**src/logic/tmr_timer2_regs.vh**
```
// register map, field positions, reset values and clock-divide counts of the timer
`ifndef TMR_TIMER2_REGS_VH
`define TMR_TIMER2_REGS_VH

// byte addresses on the register bus (word index = address[4:2])
`define TMR_ADDR_CONTROL 5'h00
`define TMR_ADDR_COUNT_LOW 5'h04
`define TMR_ADDR_COUNT_HIGH 5'h08
`define TMR_ADDR_RELOAD_LOW 5'h0C
`define TMR_ADDR_RELOAD_HIGH 5'h10
`define TMR_ADDR_PRESCALE 5'h14
`define TMR_ADDR_IRQ_ENABLE 5'h18

// timer_control_reg fields
`define TMR_CTL_HIGH_OVF 7
`define TMR_CTL_LOW_OVF 6
`define TMR_CTL_LOW_IRQ_EN 5
`define TMR_CTL_CAPTURE_EN 4
`define TMR_CTL_SPLIT 3
`define TMR_CTL_RUN 2
`define TMR_CTL_CAP_SRC 1
`define TMR_CTL_EXT_CLK 0

// clock_prescale_reg fields
`define TMR_PRE_LOW_SEL 0
`define TMR_PRE_HIGH_SEL 1

// interrupt_enable_reg field
`define TMR_IE_TIMER 5

// reset values
`define TMR_RESET_BYTE 8'h00

// clock dividers
`define TMR_SYS_DIV 4'hC
`define TMR_EXT_DIV 3'h7

`endif

```
**src/logic/tmr_timer2.v**
```verilog
// timer with 16-bit and split 8-bit auto-reload and slow-oscillator capture, Avalon-MM slave
`timescale 1ns/1ps
`include "tmr_timer2_regs.vh"

// What this block does
// - sixteen-bit count from two software-accessible bytes
// - mode chosen by split, capture-enable, capture-source bits
// - clock sources: core, core/12, external/8
// - external/8 tick synchronised to core clock
// - sixteen-bit mode reloads both bytes on wrap
// - full wrap sets high overflow flag
// - timer interrupt on sixteen-bit overflow when timer interrupt enable set
// - low-byte wrap interrupts when low enable and timer interrupt enable set
// - split mode: two independent eight-bit reload counters
// - split mode: run gates only the high byte
// - per-byte clock select with external select
// - split mode: each byte wrap sets its flag
// - split interrupts: high if timer enable set, low also needs low enable
// - flags cleared only by software writes
// - capture event is slow oscillator falling edge
// - capture unsplit: free wrap, copy count to reload
// - capture split: bytes wrap freely, copy both
// - capture event requests interrupt when enabled
// - sixteen-bit count and split high byte count only while run bit is one
module tmr_timer2 (
   // clock and reset
   input wire clk,
   input wire rst_n,
   // Avalon-MM register slave
   input wire [4:0] address,
   input wire read,
   input wire write,
   input wire [31:0] writedata,
   input wire [3:0] byteenable,
   output reg [31:0] readdata,
   output wire waitrequest,
   // oscillator pins, asynchronous to clk
   input wire extOsc,
   input wire slowOscillator,
   // timer interrupt request, level
   output wire timerIrq
);

   // picks a byte's count pulse from its select bits
   function selTick;
      input clockSelect;
      input externalSelect;
      input sysTick;
      input extTick;
      begin
         if (clockSelect)
            selTick = 1'b1;
         else if (externalSelect)
            selTick = extTick;
         else
            selTick = sysTick;
      end
   endfunction

   // a byte at its top value wraps on its next step
   function atTop;
      input [7:0] value;
      begin
         atTop = (value == 8'hFF);
      end
   endfunction

   // one count step of a byte, wrapping past the top
   function [7:0] stepByte;
      input [7:0] value;
      begin
         stepByte = value + 8'h01;
      end
   endfunction

   // write strobe for one register word
   function wrHit;
      input [4:0] addr;
      input [4:0] target;
      input strobe;
      begin
         wrHit = strobe & (addr == target);
      end
   endfunction

   // registers
   reg [7:0] countLow_r;
   reg [7:0] countHigh_r;
   reg [7:0] reloadLow_r;
   reg [7:0] reloadHigh_r;
   reg highOverflowFlag_r;
   reg lowOverflowFlag_r;
   reg lowByteIrqEnable_r;
   reg captureEnable_r;
   reg splitModeSelect_r;
   reg runControl_r;
   reg captureSourceSelect_r;
   reg externalClockSelect_r;
   reg lowByteClockSelect_r;
   reg highByteClockSelect_r;
   reg timerIrqEnable_r;

   // bus handshake
   reg ack_r;
   wire busReq;
   wire wrEn;
   wire lane0;

   assign busReq = read | write;
   // one wait cycle per request; the answer lands on the second edge
   assign waitrequest = busReq & ~ack_r;
   assign wrEn = write & ack_r;
   assign lane0 = byteenable[0];

   always @(posedge clk) begin
      if (!rst_n)
         ack_r <= 1'b0;
      else
         ack_r <= busReq & ~ack_r;
   end

   // pin synchronisers
   reg extSync1_r;
   reg extSync2_r;
   reg extPrev_r;
   reg slowSync1_r;
   reg slowSync2_r;
   reg slowPrev_r;

   always @(posedge clk) begin
      if (!rst_n) begin
         extSync1_r <= 1'b0;
         extSync2_r <= 1'b0;
         extPrev_r <= 1'b0;
         slowSync1_r <= 1'b0;
         slowSync2_r <= 1'b0;
         slowPrev_r <= 1'b0;
      end else begin
         extSync1_r <= extOsc;
         extSync2_r <= extSync1_r;
         extPrev_r <= extSync2_r;
         slowSync1_r <= slowOscillator;
         slowSync2_r <= slowSync1_r;
         slowPrev_r <= slowSync2_r;
      end
   end

   // dividers: core/12 and external/8, both as single-cycle pulses in clk domain
   reg [3:0] sysDiv_r;
   reg [2:0] extDiv_r;
   wire extRise;
   wire sysTick;
   wire extTick;

   assign extRise = extSync2_r & ~extPrev_r;
   assign sysTick = (sysDiv_r == `TMR_SYS_DIV - 4'h1);
   assign extTick = extRise & (extDiv_r == `TMR_EXT_DIV);

   always @(posedge clk) begin
      if (!rst_n) begin
         sysDiv_r <= 4'h0;
         extDiv_r <= 3'h0;
      end else begin
         sysDiv_r <= sysTick ? 4'h0 : sysDiv_r + 4'h1;
         if (extRise)
            extDiv_r <= extDiv_r + 3'h1;
      end
   end

   // mode decode
   wire captureMode;
   wire captureEvent;
   wire lowTick;
   wire highTick;
   wire lowRun;
   wire highRun;
   wire lowWrap;
   wire highWrap;

   // only source 1 is defined; source 0 makes no capture events
   assign captureMode = captureEnable_r & captureSourceSelect_r;
   assign captureEvent = captureMode & slowPrev_r & ~slowSync2_r;
   assign lowTick = selTick(lowByteClockSelect_r, externalClockSelect_r,
                            sysTick, extTick);
   assign highTick = selTick(highByteClockSelect_r, externalClockSelect_r,
                             sysTick, extTick);

   // in 16-bit mode the whole counter runs from the low byte's clock
   assign lowRun = splitModeSelect_r ? lowTick : (lowTick & runControl_r);
   assign highRun = splitModeSelect_r ? (highTick & runControl_r)
                                      : (lowRun & atTop(countLow_r));
   assign lowWrap = lowRun & atTop(countLow_r);
   assign highWrap = highRun & atTop(countHigh_r);

   // next count values
   reg [7:0] countLow_nxt;
   reg [7:0] countHigh_nxt;
   reg fullWrap;

   always @* begin
      countLow_nxt = countLow_r;
      countHigh_nxt = countHigh_r;
      fullWrap = 1'b0;
      if (!splitModeSelect_r) begin
         if (lowRun) begin
            if (lowWrap && atTop(countHigh_r)) begin
               fullWrap = 1'b1;
               if (captureMode) begin
                  countLow_nxt = 8'h00;
                  countHigh_nxt = 8'h00;
               end else begin
                  countLow_nxt = reloadLow_r;
                  countHigh_nxt = reloadHigh_r;
               end
            end else begin
               countLow_nxt = stepByte(countLow_r);
               if (lowWrap)
                  countHigh_nxt = stepByte(countHigh_r);
            end
         end
      end else begin
         if (lowRun)
            countLow_nxt = (lowWrap && !captureMode) ? reloadLow_r
                                                     : stepByte(countLow_r);
         if (highRun)
            countHigh_nxt = (highWrap && !captureMode) ? reloadHigh_r
                                                       : stepByte(countHigh_r);
      end
   end

   // flag set conditions
   wire setHighFlag;
   wire setLowFlag;

   // capture events raise the high flag so they reach the interrupt line
   assign setHighFlag = (splitModeSelect_r ? highWrap : fullWrap)
                        | captureEvent;
   assign setLowFlag = lowWrap;

   // register file
   wire wrControl;
   wire wrCountLow;
   wire wrCountHigh;
   wire wrReloadLow;
   wire wrReloadHigh;
   wire wrPrescale;
   wire wrIrqEnable;

   assign wrControl = wrHit(address, `TMR_ADDR_CONTROL, wrEn & lane0);
   assign wrCountLow = wrHit(address, `TMR_ADDR_COUNT_LOW, wrEn & lane0);
   assign wrCountHigh = wrHit(address, `TMR_ADDR_COUNT_HIGH, wrEn & lane0);
   assign wrReloadLow = wrHit(address, `TMR_ADDR_RELOAD_LOW, wrEn & lane0);
   assign wrReloadHigh = wrHit(address, `TMR_ADDR_RELOAD_HIGH, wrEn & lane0);
   assign wrPrescale = wrHit(address, `TMR_ADDR_PRESCALE, wrEn & lane0);
   assign wrIrqEnable = wrHit(address, `TMR_ADDR_IRQ_ENABLE, wrEn & lane0);

   always @(posedge clk) begin
      if (!rst_n) begin
         countLow_r <= `TMR_RESET_BYTE;
         countHigh_r <= `TMR_RESET_BYTE;
         reloadLow_r <= `TMR_RESET_BYTE;
         reloadHigh_r <= `TMR_RESET_BYTE;
         highOverflowFlag_r <= 1'b0;
         lowOverflowFlag_r <= 1'b0;
         lowByteIrqEnable_r <= 1'b0;
         captureEnable_r <= 1'b0;
         splitModeSelect_r <= 1'b0;
         runControl_r <= 1'b0;
         captureSourceSelect_r <= 1'b0;
         externalClockSelect_r <= 1'b0;
         lowByteClockSelect_r <= 1'b0;
         highByteClockSelect_r <= 1'b0;
         timerIrqEnable_r <= 1'b0;
      end else begin
         // a software write to a count byte beats a count step in the same cycle
         countLow_r <= wrCountLow ? writedata[7:0] : countLow_nxt;
         countHigh_r <= wrCountHigh ? writedata[7:0] : countHigh_nxt;
         if (captureEvent) begin
            reloadLow_r <= countLow_r;
            reloadHigh_r <= countHigh_r;
         end else begin
            if (wrReloadLow)
               reloadLow_r <= writedata[7:0];
            if (wrReloadHigh)
               reloadHigh_r <= writedata[7:0];
         end
         // hardware never clears a flag; a set in the clearing cycle wins
         if (setHighFlag)
            highOverflowFlag_r <= 1'b1;
         else if (wrControl)
            highOverflowFlag_r <= writedata[`TMR_CTL_HIGH_OVF];
         if (setLowFlag)
            lowOverflowFlag_r <= 1'b1;
         else if (wrControl)
            lowOverflowFlag_r <= writedata[`TMR_CTL_LOW_OVF];
         if (wrControl) begin
            lowByteIrqEnable_r <= writedata[`TMR_CTL_LOW_IRQ_EN];
            captureEnable_r <= writedata[`TMR_CTL_CAPTURE_EN];
            splitModeSelect_r <= writedata[`TMR_CTL_SPLIT];
            runControl_r <= writedata[`TMR_CTL_RUN];
            captureSourceSelect_r <= writedata[`TMR_CTL_CAP_SRC];
            externalClockSelect_r <= writedata[`TMR_CTL_EXT_CLK];
         end
         if (wrPrescale) begin
            lowByteClockSelect_r <= writedata[`TMR_PRE_LOW_SEL];
            highByteClockSelect_r <= writedata[`TMR_PRE_HIGH_SEL];
         end
         if (wrIrqEnable)
            timerIrqEnable_r <= writedata[`TMR_IE_TIMER];
      end
   end

   // read mux, registered during the wait cycle
   reg [7:0] readByte;

   always @* begin
      case (address)
         `TMR_ADDR_CONTROL:
            readByte = {highOverflowFlag_r, lowOverflowFlag_r, lowByteIrqEnable_r,
                        captureEnable_r, splitModeSelect_r, runControl_r,
                        captureSourceSelect_r, externalClockSelect_r};
         `TMR_ADDR_COUNT_LOW: readByte = countLow_r;
         `TMR_ADDR_COUNT_HIGH: readByte = countHigh_r;
         `TMR_ADDR_RELOAD_LOW: readByte = reloadLow_r;
         `TMR_ADDR_RELOAD_HIGH: readByte = reloadHigh_r;
         `TMR_ADDR_PRESCALE: readByte = {6'h00, highByteClockSelect_r, lowByteClockSelect_r};
         `TMR_ADDR_IRQ_ENABLE: readByte = {2'h0, timerIrqEnable_r, 5'h00};
         default: readByte = 8'h00;
      endcase
   end

   always @(posedge clk) begin
      if (!rst_n)
         readdata <= 32'h0000_0000;
      else if (read & ~ack_r)
         readdata <= {24'h00_0000, readByte};
   end

   // high flag covers full and high-byte wraps and captures; low flag only when enabled
   assign timerIrq = timerIrqEnable_r & (highOverflowFlag_r
                     | (lowByteIrqEnable_r & lowOverflowFlag_r));

endmodule // tmr_timer2

```
**config.mk**
```make
export PLATFORM = sky130hd
export DESIGN_NAME = tmr_timer2
export DESIGN_NICKNAME = d
export VERILOG_FILES = /design/src/logic/tmr_timer2.v
export VERILOG_INCLUDE_DIRS = /design/src /design/src/logic
export SDC_FILE = /design/constraint.sdc
export NUM_CORES = 1
export LEC_CHECK = 0
export BUFFER_PORTS_ARGS = -buffer_cell sky130_fd_sc_hd__clkbuf_2
export CAP_MARGIN = 20
export CORE_ASPECT_RATIO = 0.9
export CORE_MARGIN = 4
export CORE_UTILIZATION = 58
export DETAILED_ROUTE_END_ITERATION = 16
export HOLD_SLACK_MARGIN = 0.08
export PLACE_DENSITY = 0.84
export SLEW_MARGIN = 20
export SYNTH_ARGS = -nofsm -noshare
export SYNTH_HDL_FRONTEND = slang
export SYNTH_SLANG_ARGS = --single-unit
```
**constraint.sdc**
```tcl
create_clock -name clk -period 3.66 [get_ports clk]
set_input_delay 0.183 -clock clk [delete_from_list [all_inputs] [get_ports clk]]
set_output_delay 0.183 -clock clk [all_outputs]
set_load 0.02 [all_outputs]
```
==> metrics.log <==
[metrics] result of the run: finished clean
[metrics] power density of the placed cells: 345 nW/µm²
[metrics] remaining design rule violation count: 0
[metrics] CP peak stage delay: 580 ps
[metrics] critical register-to-register path startpoint: extDiv_r[0]$_SDFFE_PN0P_
[metrics] CP arrival: 2660 ps
[metrics] insertion delay to the later sink of the worst-skew pair: 360 ps
[metrics] Worst Setup Start Kind: flop
[metrics] maximum number of pins on one net before global-route repair: 41
[metrics] ordered cell list for the critical path: ha_1 -> ha_1 -> and4b_1 -> o32ai_4 -> nor4b_2 -> a2111oi_0 -> a21oi_1
[metrics] CP required: 3890 ps
[metrics] final cell count without fillers: 559
[metrics] Reg-to-Reg End: countHigh_r[7]$_SDFFE_PN0P_
[metrics] commonest cells in the netlist: 65 x dfxtp_1, 52 x nor2_1, 31 x nand2_1, 24 x buf_4, 23 x mux2i_1
[metrics] CTS tree: yes
[metrics] layout cells sized above 1: 15.8%
[metrics] number of warning messages in the yosys log: 0
[metrics] Leakage: 1.67 nW
[metrics] cell types with the largest area share after synthesis: dfxtp_1 33%, mux2i_1 5.9%, nor2_1 5.0%, buf_4 4.6%, nand2_1 3.0%
[metrics] global-route wire length before repair: 17400 µm
[metrics] area inside the core boundary: 6590 µm²
[metrics] via count of the first global-routing pass: 3476
[metrics] number of cells produced by synthesis: 448
[metrics] fraction of synthesized cell area taken by the top area cell type: 33.1%
[metrics] TritonCTS Buffers: 9
[metrics] Unique masters post-synth: 74
[metrics] number of antenna violations at the first check in global routing: 0
[metrics] number of nets in the layout: 516
[metrics] setup total negative slack: 0 ps
[metrics] unrepaired setup endpoints after global routing: false
[metrics] Critical Path Sink Type: flop
[metrics] hold_sp: read
[metrics] number of flops mapped to enable cells by yosys: 0
[metrics] final global-route overflow total: 0
[metrics] Slowest cell on crit path: o32ai_4
[metrics] TritonCTS sink count: 65
[metrics] fin. max-slew vios: 0
[metrics] number of DRC violations after detailed-routing iteration 0: 434
[metrics] final hold violation count: 0
[metrics] number of I/O port buffers: 29
[metrics] total global-route track usage: 27.5%
[metrics] portion of the post-synthesis area used by sequential elements: 33.1%
[metrics] slack of the worst reg-to-reg path: 1230 ps
[metrics] final std cell area, no fill: 4220 µm²
[metrics] flip-flop and latch count after synthesis: 65
[metrics] Area growth, synth to finish: 7.22%
[metrics] Max FO, Critical Path: 12
[metrics] worst setup path category: flop to flop
[metrics] maximum capacitance violations: 0
[metrics] utilization after layout: 64.1%
[metrics] Placed Cells: 540
[metrics] largest buffer count on any clock path: 2
[metrics] die width: 94.8 µm
[metrics] worst setup path startpoint: extDiv_r[0]$_SDFFE_PN0P_
[metrics] CTS H-tree lvls: 3
[metrics] Die Footprint: 8170 µm²
[metrics] hold path depth: 3
[metrics] most used standard cell by instance count after synthesis: dfxtp_1
[metrics] placed inst area: 3990 µm²
[metrics] antenna diode count: 0
[metrics] Most Frequent Cell on Critical Path: ha_1
[metrics] via count normalized by instance count: 6.54
[metrics] Slew @ Worst Pin: 859 ps
[metrics] Async SR Flop Fraction: 0%
[metrics] count of standard-cell rows: 28
[metrics] combined area of all synthesized cells: 3940 µm²
[metrics] die outline height: 86.1 µm
[metrics] top flip-flop cell by instance count after synthesis: dfxtp_1
[metrics] Top Ports: 81
[metrics] crit path setup slack, layout: 1230 ps
[metrics] depth of the worst register-to-register path: 7
[metrics] Avg Synthesized Cell Area: 8.78 µm²
[metrics] average wire length per cell after detail routing: 19.1 µm
[metrics] clock tree root buffer cell: clkbuf_8
[metrics] fin crit period: 2430 ps
[metrics] cell accounting for the most synthesized area: dfxtp_1
[metrics] clock transition at the register clock pins on the worst setup and hold paths after CTS: 70 ps
[metrics] length of the first detailed-routing pass in iterations: 7
[metrics] RePlAce Congestion: 0.970
[metrics] final period utilization: 66.4%
[metrics] effective utilization at floorplan: 59.7%
[metrics] Resize count post-CTS: 0
[metrics] number of failing setup endpoints in the final timing report: 0
[metrics] Hold Path Sink: ack_r$_SDFF_PN0_
[metrics] worst slack at placement: 1260 ps
[metrics] Fmax: 411 MHz
[metrics] DRT Wirelength: 10700 µm
[metrics] worst hold path class: input port to flop
[metrics] number of nets with antenna violations after routing: 0
[metrics] Relative slew margins: 41.9%
[metrics] estimated wirelength of the detail-placed design: 7570 µm
[metrics] vias after detailed routing: 3658
[metrics] Setup Skew: 7.56 ps
[metrics] VDD IR max: 0.000268 V
-- cell families after synthesis --
| family | after synthesis | synth area share (%) |
|---|---|---|
| AO/OA/AOI/OAI | 121 | 25.2 |
| XOR/XNOR | 10 | 2.23 |
| adder cells (fa/ha/maj) | 5 | 1.59 |
| buffers and inverters | 58 | 8.46 |
| flip-flops | 65 | 33.1 |
| multiplexers | 31 | 8.43 |
| other | 1 | 0.0953 |
| AND/OR/NAND/NOR | 157 | 21.0 |
-- cells in the final DEF (no fill, tap or decap), drive strengths merged, types with 6 or more instances in the layout --
cell type,n
nor3,9
a21oi,18
and2,9
a311oi,10
o21a,6
and3,6
dfxtp,65
mux2,7
mux2i,23
a211oi,12
conb,24
a22oi,9
nand3,20
o21ai,7
xnor2,6
o221ai,7
nand2,31
clkbuf,40
a31oi,9
nor2,52
-- critical path: cells and delay by family (launching register included) --
kind                       cells  cell delay, ps
AOI/OAI and AO/OA              3            1180
adders and majority gates      2             370
DFF                            1             320
and+or+nand+nor                2             430
-- cell type report --
| type | count | area, µm² |
|---|---|---|
| sequential | 65 | 1300 |
| multi-input combinational | 348 | 2390 |
| clock buffer | 11 | 141 |
| tap | 90 | 113 |
| clock inverter | 5 | 55.1 |
| timing repair buffer | 35 | 203 |
| fill | 580 | 2370 |
| inverter | 5 | 18.8 |
-- routing by layer --
| layer | part of all wire [%] | vias up | GRT usage (%) |
|---|---|---|---|
| li1 | - | 1668 | - |
| met1 | 41 | 1736 | 35.4 |
| met2 | 46 | 215 | 43.1 |
| met3 | 9.3 | 39 | 7.19 |
| met4 | 3.2 | 0 | 12.5 |
| met5 | 0 | - | 0 |
-- how the worst max path moves through the flow --
| stage | endpoint | slack (ps) | cells past startpoint |
|---|---|---|---|
| after floorplan | countLow_r[1]$_SDFFE_PN0P_ | 1610 | 8 |
| after global placement | countLow_r[3]$_SDFFE_PN0P_ | 1350 | 6 |
| after detailed placement | countHigh_r[7]$_SDFFE_PN0P_ | 1260 | 7 |
| after CTS | countHigh_r[7]$_SDFFE_PN0P_ | 1240 | 7 |
| after global routing | countHigh_r[7]$_SDFFE_PN0P_ | 920 | 7 |
| final | countHigh_r[7]$_SDFFE_PN0P_ | 1230 | 7 |
-- power breakdown --
| part | leakage (nW) | internal (mW) | total [mW] | switching (mW) |
|---|---|---|---|---|
| clock network | 0.0953 | 0.331 | 0.623 | 0.292 |
| logic | 1.05 | 0.0292 | 0.110 | 0.0809 |
| registers | 0.526 | 0.715 | 0.721 | 0.00602 |
-- registers in the layout, indices dropped and copies added (netlist names), 3 cells and up --
signal	flops
sysDiv_r	4
reloadLow_r	8
countHigh_r	8
readdata	8
reloadHigh_r	8
extDiv_r	3
countLow_r	8
-- timing repair --
action,4_1_cts,5_1_grt
endpoints found under the hold margin,2,0
buffers inserted,0,0
hold buffers,2,0
setup endpoints to repair,0,0
-- per-stage QoR --
stage               total power [mW]  hold slack, ps
finish                          1.45             134
global route                    1.50             177
CTS                             1.46             132
detailed placement             0.843             401
global placement               0.840             393
floorplan                      0.829             310
Note: power is estimated with default switching activity, not from simulation.
